### src/rtl/power_ctrl_regs.vh
// Register map, command codes and timing constants of the power controller.
// Included by the controller module; holds definitions only.
`ifndef POWER_CTRL_REGS_VH
`define POWER_CTRL_REGS_VH

// Bus addresses (7-bit)
`define ADDR_CLOCK 7'h6A
`define ADDR_COMMAND 7'h6B

// Clock register offsets
`define OFS_RTC_SECONDS 8'h00
`define OFS_RTC_MINUTES 8'h01
`define OFS_RTC_HOURS 8'h02
`define OFS_RTC_WEEKDAY 8'h03
`define OFS_RTC_DAY_OF_MONTH 8'h04
`define OFS_RTC_MONTH 8'h05
`define OFS_RTC_YEAR 8'h06

// Command register offsets
`define OFS_POWER_COMMAND 8'h00
`define OFS_BATTERY_RUNTIME_LIMIT 8'h01

// Power command codes
`define CMD_SAFE_SHUTDOWN 8'hCC
`define CMD_DEFAULTS_BUSY 8'hDD
`define CMD_IDLE 8'h00
`define CMD_CTRL_RESET 8'hEE
`define CMD_CALIBRATE 8'h11
`define CMD_BOOTLOADER 8'hFF

// Reset values and run-timer disable code
`define RST_RUNTIME_LIMIT 8'h00
`define RUNTIME_DISABLED 8'hFF
`define RST_RTC_SECONDS 8'h00
`define RST_RTC_MINUTES 8'h00
`define RST_RTC_HOURS 8'h00
`define RST_RTC_WEEKDAY 8'h06
`define RST_RTC_DAY_OF_MONTH 8'h01
`define RST_RTC_MONTH 8'h01
`define RST_RTC_YEAR 8'h00

// Timing
`define CLK_HZ 100000000
`define BOOT_IDLE_S 16
`define BUTTON_HOLD_MS 2000
`define RUNTIME_BASE_S 60
`define RUNTIME_STEP_S 60

`endif

### src/rtl/power_ctrl.v
// Register interface and power command logic of a battery-backed supply controller.
// Assumes a byte-level bus front end delivering address, offset, strobes and data
// synchronous to clk_sys; clock time is kept by an internal calendar counter.
//
// What this block does
// - Answer at clock and command bus addresses
// - Clock offsets 0-6 read BCD calendar fields
// - Writes to clock fields have no effect
// - Shutdown code starts safe shutdown; host power-off only without cable power, battery stays connected
// - Command reads 0xdd during restore, then 0x00
// - Reset code restarts, calendar to 2000-01-01
// - Calibration code adjusts all A/D converters
// - Bootloader code enters loader, lights orange indicator
// - Loader exits on button, upload, 16 s idle
// - Interrupts disabled throughout bootloader
// - Run-time limit sets battery run duration
// - Expiry: safe shutdown, battery off, sleep
// - Cable power return restarts after expiry shutdown
// - Button held over 2 s restarts after expiry
// - Limit value 0xff disables the run timer
`timescale 1ns/100ps
`include "power_ctrl_regs.vh"

module power_ctrl #(
  parameter CLK_HZ = `CLK_HZ,
  parameter BOOT_IDLE_S = `BOOT_IDLE_S,
  parameter BUTTON_HOLD_MS = `BUTTON_HOLD_MS
) (
  // Clock and reset
  input wire clk_sys,
  input wire reset,
  // Register access from the bus front end
  input wire [6:0] bus_addr,
  input wire [7:0] bus_offset,
  input wire bus_write,
  input wire bus_read,
  input wire [7:0] bus_wdata,
  output reg [7:0] bus_rdata,
  output reg bus_ack,
  // System status
  input wire cable_power,
  input wire reset_button,
  input wire power_button,
  input wire upload_done,
  input wire loader_activity,
  input wire defaults_restoring,
  // Power control
  output reg shutdown_request,
  output reg battery_connected,
  output reg low_power_sleep,
  output reg host_power,
  output reg cpu_reset,
  output reg calibrate_start,
  output reg bootloader_active,
  output reg orange_led,
  output reg irq_enable
);

  // One-second enable; long counts are parameters so simulations can shrink them
  localparam SEC_CYCLES = CLK_HZ;
  localparam MS_CYCLES = CLK_HZ / 1000;
  // Order of scaling keeps small simulation clocks from rounding the hold time to zero
  localparam HOLD_CYCLES = (CLK_HZ >= 1000) ? MS_CYCLES * BUTTON_HOLD_MS : CLK_HZ * BUTTON_HOLD_MS / 1000;

  localparam ST_RUN = 2'd0;
  localparam ST_LOADER = 2'd1;
  localparam ST_OFF = 2'd2;

  // ==========================================================
  // Second tick divider
  reg [31:0] sec_div;
  reg sec_tick;
  always @(posedge clk_sys or posedge reset) begin
    if (reset) begin
      sec_div <= 32'h0000_0000;
      sec_tick <= 1'b0;
    end else if (sec_div >= SEC_CYCLES - 1) begin
      sec_div <= 32'h0000_0000;
      sec_tick <= 1'b1;
    end else begin
      sec_div <= sec_div + 32'h0000_0001;
      sec_tick <= 1'b0;
    end
  end

  // ==========================================================
  // Calendar counter in BCD; fields are only ever written by this counter
  reg [7:0] rtc_seconds, rtc_minutes, rtc_hours, rtc_weekday;
  reg [7:0] rtc_day_of_month, rtc_month, rtc_year;
  reg [1:0] state;
  reg clock_reload;

  function [7:0] bcd_inc;
    input [7:0] v;
    begin
      if (v[3:0] == 4'h9)
        bcd_inc = {v[7:4] + 4'h1, 4'h0};
      else
        bcd_inc = {v[7:4], v[3:0] + 4'h1};
    end
  endfunction

  function [7:0] month_days;
    input [7:0] m;
    input [7:0] y;
    begin
      case (m)
        8'h02: month_days = ((y[4] ? (y[3:0] == 4'h2 || y[3:0] == 4'h6) :
                 (y[3:0] == 4'h0 || y[3:0] == 4'h4 || y[3:0] == 4'h8))) ? 8'h29 : 8'h28;
        8'h04, 8'h06, 8'h09, 8'h11: month_days = 8'h30;
        default: month_days = 8'h31;
      endcase
    end
  endfunction

  always @(posedge clk_sys or posedge reset) begin
    if (reset) begin
      rtc_seconds <= `RST_RTC_SECONDS;
      rtc_minutes <= `RST_RTC_MINUTES;
      rtc_hours <= `RST_RTC_HOURS;
      rtc_weekday <= `RST_RTC_WEEKDAY;
      rtc_day_of_month <= `RST_RTC_DAY_OF_MONTH;
      rtc_month <= `RST_RTC_MONTH;
      rtc_year <= `RST_RTC_YEAR;
    end else if (clock_reload) begin
      rtc_seconds <= `RST_RTC_SECONDS;
      rtc_minutes <= `RST_RTC_MINUTES;
      rtc_hours <= `RST_RTC_HOURS;
      rtc_weekday <= `RST_RTC_WEEKDAY;
      rtc_day_of_month <= `RST_RTC_DAY_OF_MONTH;
      rtc_month <= `RST_RTC_MONTH;
      rtc_year <= `RST_RTC_YEAR;
    end else if (sec_tick) begin
      // Keeps running in every state, including sleep
      if (rtc_seconds != 8'h59) begin
        rtc_seconds <= bcd_inc(rtc_seconds);
      end else begin
        rtc_seconds <= 8'h00;
        if (rtc_minutes != 8'h59) begin
          rtc_minutes <= bcd_inc(rtc_minutes);
        end else begin
          rtc_minutes <= 8'h00;
          if (rtc_hours != 8'h23) begin
            rtc_hours <= bcd_inc(rtc_hours);
          end else begin
            rtc_hours <= 8'h00;
            rtc_weekday <= (rtc_weekday == 8'h07) ? 8'h01 : bcd_inc(rtc_weekday);
            if (rtc_day_of_month != month_days(rtc_month, rtc_year)) begin
              rtc_day_of_month <= bcd_inc(rtc_day_of_month);
            end else begin
              rtc_day_of_month <= 8'h01;
              if (rtc_month != 8'h12) begin
                rtc_month <= bcd_inc(rtc_month);
              end else begin
                rtc_month <= 8'h01;
                rtc_year <= (rtc_year == 8'h99) ? 8'h00 : bcd_inc(rtc_year);
              end
            end
          end
        end
      end
    end
  end

  // ==========================================================
  // Register access
  wire hit_clock = (bus_addr == `ADDR_CLOCK);
  wire hit_cmd = (bus_addr == `ADDR_COMMAND);
  wire cmd_write = bus_write && hit_cmd && (bus_offset == `OFS_POWER_COMMAND);
  wire limit_write = bus_write && hit_cmd && (bus_offset == `OFS_BATTERY_RUNTIME_LIMIT);
  reg [7:0] power_command;
  reg [7:0] battery_runtime_limit;
  reg [7:0] next_rdata;

  always @* begin
    next_rdata = 8'h00;
    if (hit_clock) begin
      case (bus_offset)
        `OFS_RTC_SECONDS: next_rdata = rtc_seconds;
        `OFS_RTC_MINUTES: next_rdata = rtc_minutes;
        `OFS_RTC_HOURS: next_rdata = rtc_hours;
        `OFS_RTC_WEEKDAY: next_rdata = rtc_weekday;
        `OFS_RTC_DAY_OF_MONTH: next_rdata = rtc_day_of_month;
        `OFS_RTC_MONTH: next_rdata = rtc_month;
        `OFS_RTC_YEAR: next_rdata = rtc_year;
        default: next_rdata = 8'h00;
      endcase
    end else if (hit_cmd) begin
      case (bus_offset)
        `OFS_POWER_COMMAND: next_rdata = defaults_restoring ? `CMD_DEFAULTS_BUSY : power_command;
        `OFS_BATTERY_RUNTIME_LIMIT: next_rdata = battery_runtime_limit;
        default: next_rdata = 8'h00;
      endcase
    end
  end

  // Writes at the clock address are acknowledged but never reach the fields
  always @(posedge clk_sys or posedge reset) begin
    if (reset) begin
      bus_rdata <= 8'h00;
      bus_ack <= 1'b0;
    end else begin
      bus_ack <= (bus_read || bus_write) && (hit_clock || hit_cmd);
      if (bus_read)
        bus_rdata <= next_rdata;
    end
  end

  // ==========================================================
  // Command handling and battery run timer
  wire known_cmd = (bus_wdata == `CMD_SAFE_SHUTDOWN) || (bus_wdata == `CMD_CTRL_RESET) ||
                   (bus_wdata == `CMD_CALIBRATE) || (bus_wdata == `CMD_BOOTLOADER);
  reg [15:0] run_secs;
  reg run_active;
  reg [4:0] boot_idle;
  reg [31:0] hold_cnt;
  reg restoring_q;
  wire [31:0] run_load = `RUNTIME_BASE_S + battery_runtime_limit * `RUNTIME_STEP_S;

  always @(posedge clk_sys or posedge reset) begin
    if (reset) begin
      power_command <= `CMD_IDLE;
      battery_runtime_limit <= `RST_RUNTIME_LIMIT;
      state <= ST_RUN;
      shutdown_request <= 1'b0;
      battery_connected <= 1'b1;
      low_power_sleep <= 1'b0;
      host_power <= 1'b1;
      cpu_reset <= 1'b0;
      calibrate_start <= 1'b0;
      bootloader_active <= 1'b0;
      orange_led <= 1'b0;
      irq_enable <= 1'b1;
      clock_reload <= 1'b0;
      run_secs <= 16'h0000;
      run_active <= 1'b0;
      boot_idle <= 5'h00;
      hold_cnt <= 32'h0000_0000;
      restoring_q <= 1'b0;
    end else begin
      cpu_reset <= 1'b0;
      calibrate_start <= 1'b0;
      clock_reload <= 1'b0;
      restoring_q <= defaults_restoring;
      if (restoring_q && !defaults_restoring)
        power_command <= `CMD_IDLE;
      if (limit_write)
        battery_runtime_limit <= bus_wdata;
      // Run-time countdown on battery; cleared while cable power is present, reloaded on the first cycle without it
      if (cable_power || battery_runtime_limit == `RUNTIME_DISABLED) begin
        run_active <= 1'b0;
        run_secs <= 16'h0000;
      end else if (!run_active) begin
        run_active <= 1'b1;
        run_secs <= run_load[15:0];
      end else if (sec_tick && run_secs != 16'h0000) begin
        run_secs <= run_secs - 16'h0001;
      end
      case (state)
        ST_RUN: begin
          if (cmd_write && known_cmd) begin
            power_command <= bus_wdata;
            case (bus_wdata)
              `CMD_SAFE_SHUTDOWN: begin
                shutdown_request <= 1'b1;
                if (!cable_power) begin
                  host_power <= 1'b0;
                  state <= ST_OFF;
                end
              end
              `CMD_CTRL_RESET: begin
                cpu_reset <= 1'b1;
                clock_reload <= 1'b1;
                power_command <= `CMD_IDLE;
              end
              `CMD_CALIBRATE: calibrate_start <= 1'b1;
              `CMD_BOOTLOADER: begin
                state <= ST_LOADER;
                bootloader_active <= 1'b1;
                orange_led <= 1'b1;
                irq_enable <= 1'b0;
                boot_idle <= 5'h00;
              end
              default: power_command <= power_command;
            endcase
          end else if (run_active && run_secs == 16'h0000) begin
            shutdown_request <= 1'b1;
            host_power <= 1'b0;
            battery_connected <= 1'b0;
            low_power_sleep <= 1'b1;
            hold_cnt <= 32'h0000_0000;
            state <= ST_OFF;
          end
          // Other codes fall through untouched
        end
        ST_LOADER: begin
          irq_enable <= 1'b0;
          if (loader_activity)
            boot_idle <= 5'h00;
          else if (sec_tick)
            boot_idle <= boot_idle + 5'h01;
          if (reset_button || upload_done || boot_idle >= BOOT_IDLE_S) begin
            state <= ST_RUN;
            bootloader_active <= 1'b0;
            orange_led <= 1'b0;
            irq_enable <= 1'b1;
            cpu_reset <= 1'b1;
            power_command <= `CMD_IDLE;
          end
        end
        ST_OFF: begin
          if (power_button)
            hold_cnt <= hold_cnt + 32'h0000_0001;
          else
            hold_cnt <= 32'h0000_0000;
          // Cable return or a long press both bring the host back
          if (cable_power || hold_cnt > HOLD_CYCLES) begin
            state <= ST_RUN;
            host_power <= 1'b1;
            battery_connected <= 1'b1;
            low_power_sleep <= 1'b0;
            shutdown_request <= 1'b0;
            power_command <= `CMD_IDLE;
            hold_cnt <= 32'h0000_0000;
            // A restart on battery must run a fresh countdown, not the expired one
            run_active <= 1'b0;
          end
        end
        default: state <= ST_RUN;
      endcase
    end
  end

endmodule

### config.mk
export PLATFORM = sky130hd
export DESIGN_NAME = power_ctrl
export DESIGN_NICKNAME = d
export VERILOG_FILES = /design/src/rtl/power_ctrl.v
export VERILOG_INCLUDE_DIRS = /design/src /design/src/rtl
export SDC_FILE = /design/constraint.sdc
export NUM_CORES = 1
export LEC_CHECK = 0
export BUFFER_PORTS_ARGS = -buffer_cell sky130_fd_sc_hd__buf_2
export CAP_MARGIN = 40
export CORE_MARGIN = 2
export CORE_UTILIZATION = 65
export CTS_BUF_LIST = sky130_fd_sc_hd__clkbuf_8
export CTS_CLUSTER_SIZE = 12
export DETAILED_ROUTE_END_ITERATION = 8
export PLACE_DENSITY = 0.87
export SYNTH_ARGS = -nofsm -noshare
export SYNTH_HDL_FRONTEND = slang
export SYNTH_SLANG_ARGS = --single-unit
### constraint.sdc
create_clock -name clk_sys -period 10 [get_ports clk_sys]
set_input_delay 2 -clock clk_sys [delete_from_list [all_inputs] [get_ports clk_sys]]
set_output_delay 2 -clock clk_sys [all_outputs]
set_load 0.03 [all_outputs]
After elaboration in Yosys (flattened, before gate mapping) --
Cells that the tools add are included.
Storage, ports and cells: bits in writable memories 0, input port bits 33, bits in latches 0, output and inout port bits 18, word-level logic and storage cells 293, ROM bits 0, register bits 180, memories 0
Cells by class: $mul 1, shift operators 0, reductions and logical operators 53, magnitude comparators 3, bitwise operators 0, div/mod/pow operators 0, mux-type cells 120, equality and inequality tests 62, add/sub/neg operators 19
Operators with widths (number):
- 8-bit 2-to-1 mux | 58
- 32-bit 2-to-1 mux | 5
- 32-bit by 1-bit adder with 32-bit output (second input constant) | 2
- 32-bit one-hot mux with 2 select lines | 1
- 4-bit by 1-bit adder with 4-bit output (second input constant) | 14
- 8-bit one-hot mux with 7 select lines | 1
- 8-bit by 3-bit == test with 1-bit output (second input constant) | 6
- 16-bit 2-to-1 mux | 3
- 8-bit == test (second input constant) | 5
- 4-bit == test (second input constant) | 8
- 32-bit by 27-bit >= comparator with 1-bit output (second input constant) | 1
- 32-bit by 28-bit greater-than comparator with 1-bit output (second input constant) | 1
- 8-bit one-hot mux with 2 select lines | 2
- 1-bit 2-to-1 mux | 29
- 5-bit AND reduction | 5
- 8-bit by 2-bit == test with 1-bit output (second input constant) | 3
- 8-bit one-hot mux with 3 select lines | 1
- 4-bit AND reduction | 6
- 2-bit != test (second input constant) | 11
- 5-bit 2-to-1 mux | 4
- 5-bit one-hot mux with 2 select lines | 2
- 8-bit by 5-bit == test with 1-bit output (second input constant) | 2
- 16-bit logical NOT | 1
- 8-bit by 7-bit != test with 1-bit output (second input constant) | 2
- other kinds (38) | 85

Longest topological paths before layout --
Gate-level depths: netlist of run 1.
depth after elaboration 18, gate-level depth with buffers 11, gate-level depth less buffers 11

Worst setup path after synthesis of run 1 --
OpenSTA, ideal clock, no wires.
path kind input port to flip-flop, from input port bus_offset[5], to register hold_cnt[18], buffers on the path 2, stages 8, arrival time 4.161 ns, setup time 0.077 ns, setup slack 5.761 ns, required time 9.923 ns, cells stage by stage or4_1 nor4b_1 nand3_1 o2111ai_1 buf_2 buf_2 o21ai_0 a21oi_1
Between the ends: cells in the longest elaborated chain, start to end 5
Ends and longest elaborated chain:
- start, declared | RTL line power_ctrl.v:34 | input wire [7:0] bus_offset,
- 8-bit logical NOT
- 1-bit logical AND | RTL line power_ctrl.v:169 | wire cmd_write = bus_write && hit_cmd && (bus_offset == `OFS_POWER_COMMAND);
- 1-bit logical AND | RTL line power_ctrl.v:261 | if (cmd_write && known_cmd) begin
- 2-bit != test (no source line)
- 3-bit AND reduction (no source line)
- end signal, assigned | RTL line power_ctrl.v:313 | hold_cnt <= hold_cnt + 32'h0000_0001;
- end, declared | RTL line power_ctrl.v:216 | reg [31:0] hold_cnt;
No other way between the ends. A chain may end at the register's enable or synchronous reset.

Worst setup path in the final report of run 1 --
from register battery_runtime_limit[5], to register run_secs[12]
Between the ends: cells in the longest elaborated chain, start to end 4, elaborated cells on any way between the ends 7, those cells by class add/sub: 1; mul: 1; eq/ne: 2; mux: 2; reduce/logical: 1
Ends and longest elaborated chain:
- start, declared | RTL line power_ctrl.v:172 | reg [7:0] battery_runtime_limit;
- start signal, assigned | RTL line power_ctrl.v:223 | battery_runtime_limit <= `RST_RUNTIME_LIMIT;
- start signal, assigned | RTL line power_ctrl.v:248 | battery_runtime_limit <= bus_wdata;
- 8-bit by 4-bit multiplier with 12-bit output (no source line)
- 6-bit by 14-bit adder with 15-bit output (no source line)
- 16-bit 2-to-1 mux | RTL line power_ctrl.v:253 | end else if (!run_active) begin
- 16-bit 2-to-1 mux | RTL line power_ctrl.v:250 | if (cable_power || battery_runtime_limit == `RUNTIME_DISABLED) begin
- end signal, assigned | RTL line power_ctrl.v:255 | run_secs <= run_load[15:0];
- end signal, assigned | RTL line power_ctrl.v:257 | run_secs <= run_secs - 16'h0001;
- end, declared | RTL line power_ctrl.v:213 | reg [15:0] run_secs;
Several ways; a longest one is shown, not always the timed one.

==> results of run 1 <==
==> state kept, by name (all words and copies together), names as in the netlist, 2 cells and up <==
signal                 count
rtc_minutes                8
rtc_month                  8
rtc_weekday                8
rtc_hours                  8
rtc_day_of_month           8
run_secs                  16
battery_runtime_limit      8
hold_cnt                  32
state                      2
power_command              8
sec_div                   32
bus_rdata                  8
boot_idle                  5
rtc_year                   8
rtc_seconds                8
==> cell type report <==
| type | count | area (µm²) |
|---|---|---|
| Clock inverter | 12 | 180 |
| Timing Repair Buffer | 63 | 390 |
| Inverter | 75 | 287 |
| Clock buffer | 19 | 262 |
| Fill cell | 1337 | 4870 |
| Multi-Input combinational cell | 999 | 6520 |
| Sequential cell | 180 | 4510 |
| Tap cell | 225 | 282 |
==> stage by stage <==
stage                     setup WS (ns)  instance area (µm²)  utilization  total power, mW
after floorplan                    3.12                11500            -            0.895
after global placement             5.41                11900        0.689            0.937
after detailed placement           5.40                12000        0.693            0.950
after CTS                          5.74                12400        0.719             1.50
after global routing               5.29                12400        0.719             1.55
final                              5.73                12400        0.719             1.49
==> synthesized netlist by cell type, drive strengths merged, types with 16 or more instances <==
library cell / number / share of area
a21oi: 70 / 0.030
a31oi: 23 / 0.013
and3: 16 / 0.0087
clkbuf: 45 / 0.015
dfrtp: 173 / 0.38
ha: 47 / 0.051
inv: 73 / 0.024
nand2: 125 / 0.041
nand3: 43 / 0.019
nand4: 23 / 0.013
nor2: 135 / 0.044
nor3: 33 / 0.014
nor4: 18 / 0.0098
o21ai: 96 / 0.042
o31ai: 22 / 0.016
or3: 27 / 0.015
or4: 17 / 0.011
xnor2: 28 / 0.021
xor2: 24 / 0.018
==> power by group through the flow <==
stage	registers [mW]	logic (mW)	clock network, mW
6_report	0.791	0.146	0.556
5_1_grt	0.795	0.165	0.592
4_1_cts	0.790	0.146	0.562
3_5_place_dp	0.804	0.145	0
3_3_place_gp	0.803	0.134	0
2_1_floorplan	0.802	0.0935	0
==> worst max path at each step <==
stage / startpoint / endpoint / slack, ns / depth (start not counted)
2_1_floorplan: reset / battery_runtime_limit[0]$_DFFE_PP0P_ / 3.12 / 1
3_3_place_gp: bus_offset[0] / hold_cnt[6]$_DFFE_PP0P_ / 5.41 / 9
3_5_place_dp: bus_offset[5] / hold_cnt[26]$_DFFE_PP0P_ / 5.40 / 10
4_1_cts: battery_runtime_limit[5]$_DFFE_PP0P_ / run_secs[12]$_DFFE_PP0P_ / 5.74 / 11
5_1_grt: battery_runtime_limit[5]$_DFFE_PP0P_ / run_secs[14]$_DFFE_PP0P_ / 5.29 / 11
6_report: battery_runtime_limit[5]$_DFFE_PP0P_ / run_secs[12]$_DFFE_PP0P_ / 5.73 / 11
==> worst max-delay path, cell delays in order (launching register included) <==
cell and delay, ns:
dfrtp_1 0.43, inv_1 0.29, fa_1 0.49, fa_1 0.52, inv_1 0.05, ha_1 0.26
or4_1 0.54, a21oi_1 0.25, o21ai_0 0.21, a2111oi_0 0.74, a2111o_1 0.27, o211ai_1 0.09
==> cell families (layout without fill, tap and decap cells) <==
family	after synthesis	count (layout)
and+or+nand+nor	518	518
AOI/OAI and AO/OA	342	342
DFF	180	180
buffers and inverters	131	169
adders and majority gates	60	60
xor gates and xnor gates	52	52
muxes	22	22
other	1	5
==> metal layers <==
metal	share of wire	wire length, µm	up-vias
met2	0.49	14200	398
met5	0	0	-
met3	0.063	1810	64
met1	0.42	12000	5006
met4	0.028	799	0
li1	-	-	4829
==> impl_metrics.json, run 1 <==
{
  "cts_buffers": 17,
  "drc": 0,
  "synth_mux_area_frac": 0.0238,
  "grt_max_degree": 87,
  "fin_crit_ns": 4.27,
  "finalNonFillerCells": 1573,
  "cts_resized": 0,
  "place_hpwl_um": 20600,
  "ys_warn_count": 0,
  "pwr-share-comb": 0.098,
  "cts_max_level": 4,
  "synth_xor_area_frac": 0.0396,
  "cp.arrival_ns": 4.62,
  "antenna_found_initial": 0,
  "startpoint_type": "register",
  "routed_via_density": 6.55,
  "clk_latency_ns": 0.47,
  "final_cell_mix": "dfrtp_1, nor2_1, nand2_1",
  "drive_gt1_frac": 0.0942,
  "avgSynthCellArea_um2": 8.81,
  "grt_pass1_vias": 10000,
  "worst_slew_margin_rel": 0.407,
  "worst_r2r_endpoint": "run_secs[12]$_DFFE_PP0P_",
  "synthAdderAreaFrac": 0.0737,
  "p_seq_frac": 0.530,
  "hold_ws_ns": 0.491,
  "routed_wirelength_um": 28700,
  "pwr-share-clk": 0.372,
  "rows": 48,
  "seq_area_frac_synth": 0.392,
  "r2r_cells": 11,
  "path_max_fanout": 6,
  "dpl.cell_count": 1542,
  "cts.reportedPaths.clkPinSlew_ns": 0.09,
  "cellPowerDensity_nw_per_um2": 120,
  "ir_drop_mv": 0.110,
  "worstSetupEndpointType": "register",
  "layout_commonest_cell": "dfrtp_1",
  "gr-total-overflow": 0,
  "drtAntennaViolNets": 0,
  "vias": 10300,
  "fin_nets": 1429,
  "finalSetupViolations": 0,
  "area_growth_pct": 7.98,
  "grt_pass1_wl_um": 48500,
  "met1_usage": 0.433,
  "cp.required_ns": 10.35,
  "rrSetupSlack_ns": 5.73,
  "min-delay-start": "low_power_sleep$_DFFE_PP0P_",
  "cts_sinks": 180,
  "setup_tns_ns": 0,
  "dieArea_um2": 18800,
  "min_path_cells": 1,
  "postCtsSetupRepairBufs": 0,
  "worstSetupPathType": "register to register",
  "synth-seq-cells": 180,
  "gp_congestion": 0.922,
  "synth_top_family_by_area": "simple AND/OR/NAND/NOR gates",
  "cts_root_buf": "clkbuf_8",
  "fp.dieW_um": 137,
  "yosys.area_share.simple": 0.228,
  "cts_tree": "built",
  "finalCritPeriodShare": 0.427,
  "wl_per_cell_um": 18.3,
  "antenna_cells": 0,
  "die_height_um": 137,
  "intPower_mw": 1.09,
  "start_util": 0.665,
  "synth_edf_count": 0,
  "portBuffers": 50,
  "grt_usage": 0.324,
  "final_hold_viol_count": 0,
  "finalMaxSlewViolations": 0,
  "skew_ns": 0.0138,
  "max_freq_ghz": 0.234,
  "hold_class": "register to register",
  "hold_path_end": "low_power_sleep$_DFFE_PP0P_",
  "met3_usage": 0.0570,
  "synthesis.area_um2": 11500,
  "first_iter_violations": 1081,
  "power.leakage_nw": 5.25,
  "power_switching_mw": 0.400,
  "switching_share": 0.268,
  "syn_inst": 1306,
  "synthFlopType": "dfrtp_1",
  "max-clock-path-buffers": 2,
  "firstDrtPassIters": 6,
  "drv_cap": 0,
  "cts_hold_buffers": 0,
  "worst_pin_slew_ns": 0.868,
  "use_met2": 0.529,
  "synth.distinct_cells": 83,
  "ios": 51,
  "synth_compound_area_frac": 0.198,
  "async_flop_share": 1.00,
  "coreArea_um2": 17300,
  "r2r-start": "battery_runtime_limit[5]$_DFFE_PP0P_",
  "busiest_layer": "met2",
  "rsz0062_at_grt": "false",
  "status": "finished, final reports clean"
}
No activity file was read; power rests on OpenSTA's default activity.
==> inputs of run 2 (changes only) <==
==> constraint.sdc (replaced) <==
create_clock -name clk_sys -period 4.1 [get_ports clk_sys]
set_input_delay 0.82 -clock clk_sys [delete_from_list [all_inputs] [get_ports clk_sys]]
set_output_delay 0.82 -clock clk_sys [all_outputs]
set_load 0.03 [all_outputs]
==> run 2 against run 1 <==
  * Sequential power increased by 140%
  * Clock skew increased by 0.0063 ns
  * Combinational power increased by 140%
  * Critical path type unchanged
==> impl_metrics.json, run 2 (synthesized netlist as in run 1, its figures left out) <==
{
  "status": "finished, final reports clean",
  "cellPowerDensity_nw_per_um2": 291,
  "drive_gt1_frac": 0.103,
  "cts_root_buf": "clkbuf_8",
  "hold_class": "input port to asynchronous set/reset pin",
  "cts_tree": "built",
  "vias": 10300,
  "firstDrtPassIters": 5,
  "portBuffers": 50,
  "rsz0062_at_grt": "false",
  "p_total_mw": 3.63,
  "place_hpwl_um": 20400,
  "layout_commonest_cell": "dfrtp_1",
  "finalMaxSlewViolations": 0,
  "drtAntennaViolNets": 0,
  "cts_resized": 0,
  "start_util": 0.665,
  "grt_max_degree": 91,
  "finalCritPeriodShare": 0.932,
  "power.leakage_nw": 5.30,
  "worst_pin_slew_ns": 0.748,
  "fin_nets": 1438,
  "multi_input_comb_area_um2": 6520,
  "drv_cap": 0,
  "cts_buffers": 17,
  "fillers": 1313,
  "grt_pass1_vias": 9598,
  "top_regs": "hold_cnt (32), sec_div (32), run_secs (16)",
  "cts.reportedPaths.clkPinSlew_ns": 0.09,
  "seqCellArea_um2": 4510,
  "grt_usage": 0.314,
  "ios": 51,
  "antenna_found_initial": 0,
  "cp.arrival_ns": 4.23,
  "dpl.cell_count": 1550,
  "max_freq_ghz": 0.262,
  "area_growth_pct": 8.63,
  "r2r-start": "battery_runtime_limit[3]$_DFFE_PP0P_",
  "clk_latency_ns": 0.49,
  "setup_tns_ns": 0,
  "dieArea_um2": 18800,
  "cts_sinks": 180,
  "startpoint_type": "register",
  "gp_congestion": 0.886,
  "finalNonFillerCells": 1583,
  "first_iter_violations": 968,
  "coreArea_um2": 17300,
  "wl_per_cell_um": 17.9,
  "drc": 0,
  "postCtsSetupRepairBufs": 0,
  "antenna_cells": 0,
  "worstSetupPathType": "register to register",
  "die_height_um": 137,
  "hold_ws_ns": 0.334,
  "fin_crit_ns": 3.82,
  "final_cell_mix": "dfrtp_1, nor2_1, nand2_1",
  "rrSetupSlack_ns": 0.28,
  "cp.required_ns": 4.51,
  "skew_ns": 0.0202,
  "routed_via_density": 6.52,
  "cts_max_level": 4,
  "fp.dieW_um": 137,
  "cts_hold_buffers": 0,
  "final_hold_viol_count": 0,
  "grt_pass1_wl_um": 46700,
  "max-clock-path-buffers": 2,
  "finalSetupViolations": 0,
  "gr-total-overflow": 0,
  "ir_drop_mv": 0.327,
  "r2r_cells": 12,
  "worstSetupEndpointType": "register",
  "path_max_fanout": 4,
  "routed_wirelength_um": 28300,
  "worst_slew_margin_rel": 0.489,
  "worst_r2r_endpoint": "run_secs[14]$_DFFE_PP0P_",
  "rows": 48
}
==> run 2: changes by cell type in the layout (fill, tap and decap cells not counted), sizes merged, moves of 3 or more <==
cell	change
buf	+10
clkbuf	+3
clkinv	+3
clkinvlp	-3
==> run 2: routing by layer <==
metal	global-route usage	wire, µm
met5	0	0
met4	0.134	894
met2	0.513	13800
met3	0.0467	1710
met1	0.419	11900
==> run 2: final cells by class <==
| type | instances | share of cell area |
|---|---|---|
| clock buffer | 22 | 0.0242 |
| clock inverter | 10 | 0.0115 |
| inverter | 75 | 0.0228 |
| multi-input combinational | 999 | 0.522 |
| sequential | 180 | 0.361 |
| tap | 225 | 0.0225 |
| timing repair buffer | 72 | 0.0363 |
==> run 2: worst max path at each step <==
stage,startpoint,endpoint,slack (ns),cells past startpoint
final,battery_runtime_limit[3]$_DFFE_PP0P_,run_secs[14]$_DFFE_PP0P_,0.28,12
after global placement,battery_runtime_limit[6]$_DFFE_PP0P_,run_secs[12]$_DFFE_PP0P_,0.28,12
after floorplan,battery_runtime_limit[5]$_DFFE_PP0P_,run_secs[12]$_DFFE_PP0P_,0.37,11
after CTS,battery_runtime_limit[4]$_DFFE_PP0P_,run_secs[12]$_DFFE_PP0P_,0.21,11
after detailed placement,battery_runtime_limit[4]$_DFFE_PP0P_,run_secs[12]$_DFFE_PP0P_,0.24,11
after global routing,battery_runtime_limit[3]$_DFFE_PP0P_,run_secs[14]$_DFFE_PP0P_,0.02,12
==> run 2: worst max-delay path: stages (launching register included) <==
cell and delay [ns]:
dfrtp_1 0.45, inv_1 0.20, fa_1 0.47, fa_1 0.53
inv_1 0.05, ha_1 0.33, o21a_1 0.21, and2_1 0.19
or4_1 0.55, a2111oi_1 0.32, buf_4 0.19, nand4_1 0.10
a21oi_1 0.18
==> run 2: report_power, final <==
group	internal, mW	switching [mW]	leakage (nW)
registers	1.84	0.0871	2.38
clock network	0.690	0.661	0.230
logic	0.133	0.223	2.69
==> run 2: metrics by stage <==
stage               setup slack (ns)  cell area, µm²   util
detailed placement             0.237           12000  0.696
floorplan                      0.370           11500      -
global placement               0.283           12000  0.694
finish                         0.280           12500  0.723
global route                  0.0180           12500  0.723
CTS                            0.215           12500  0.722
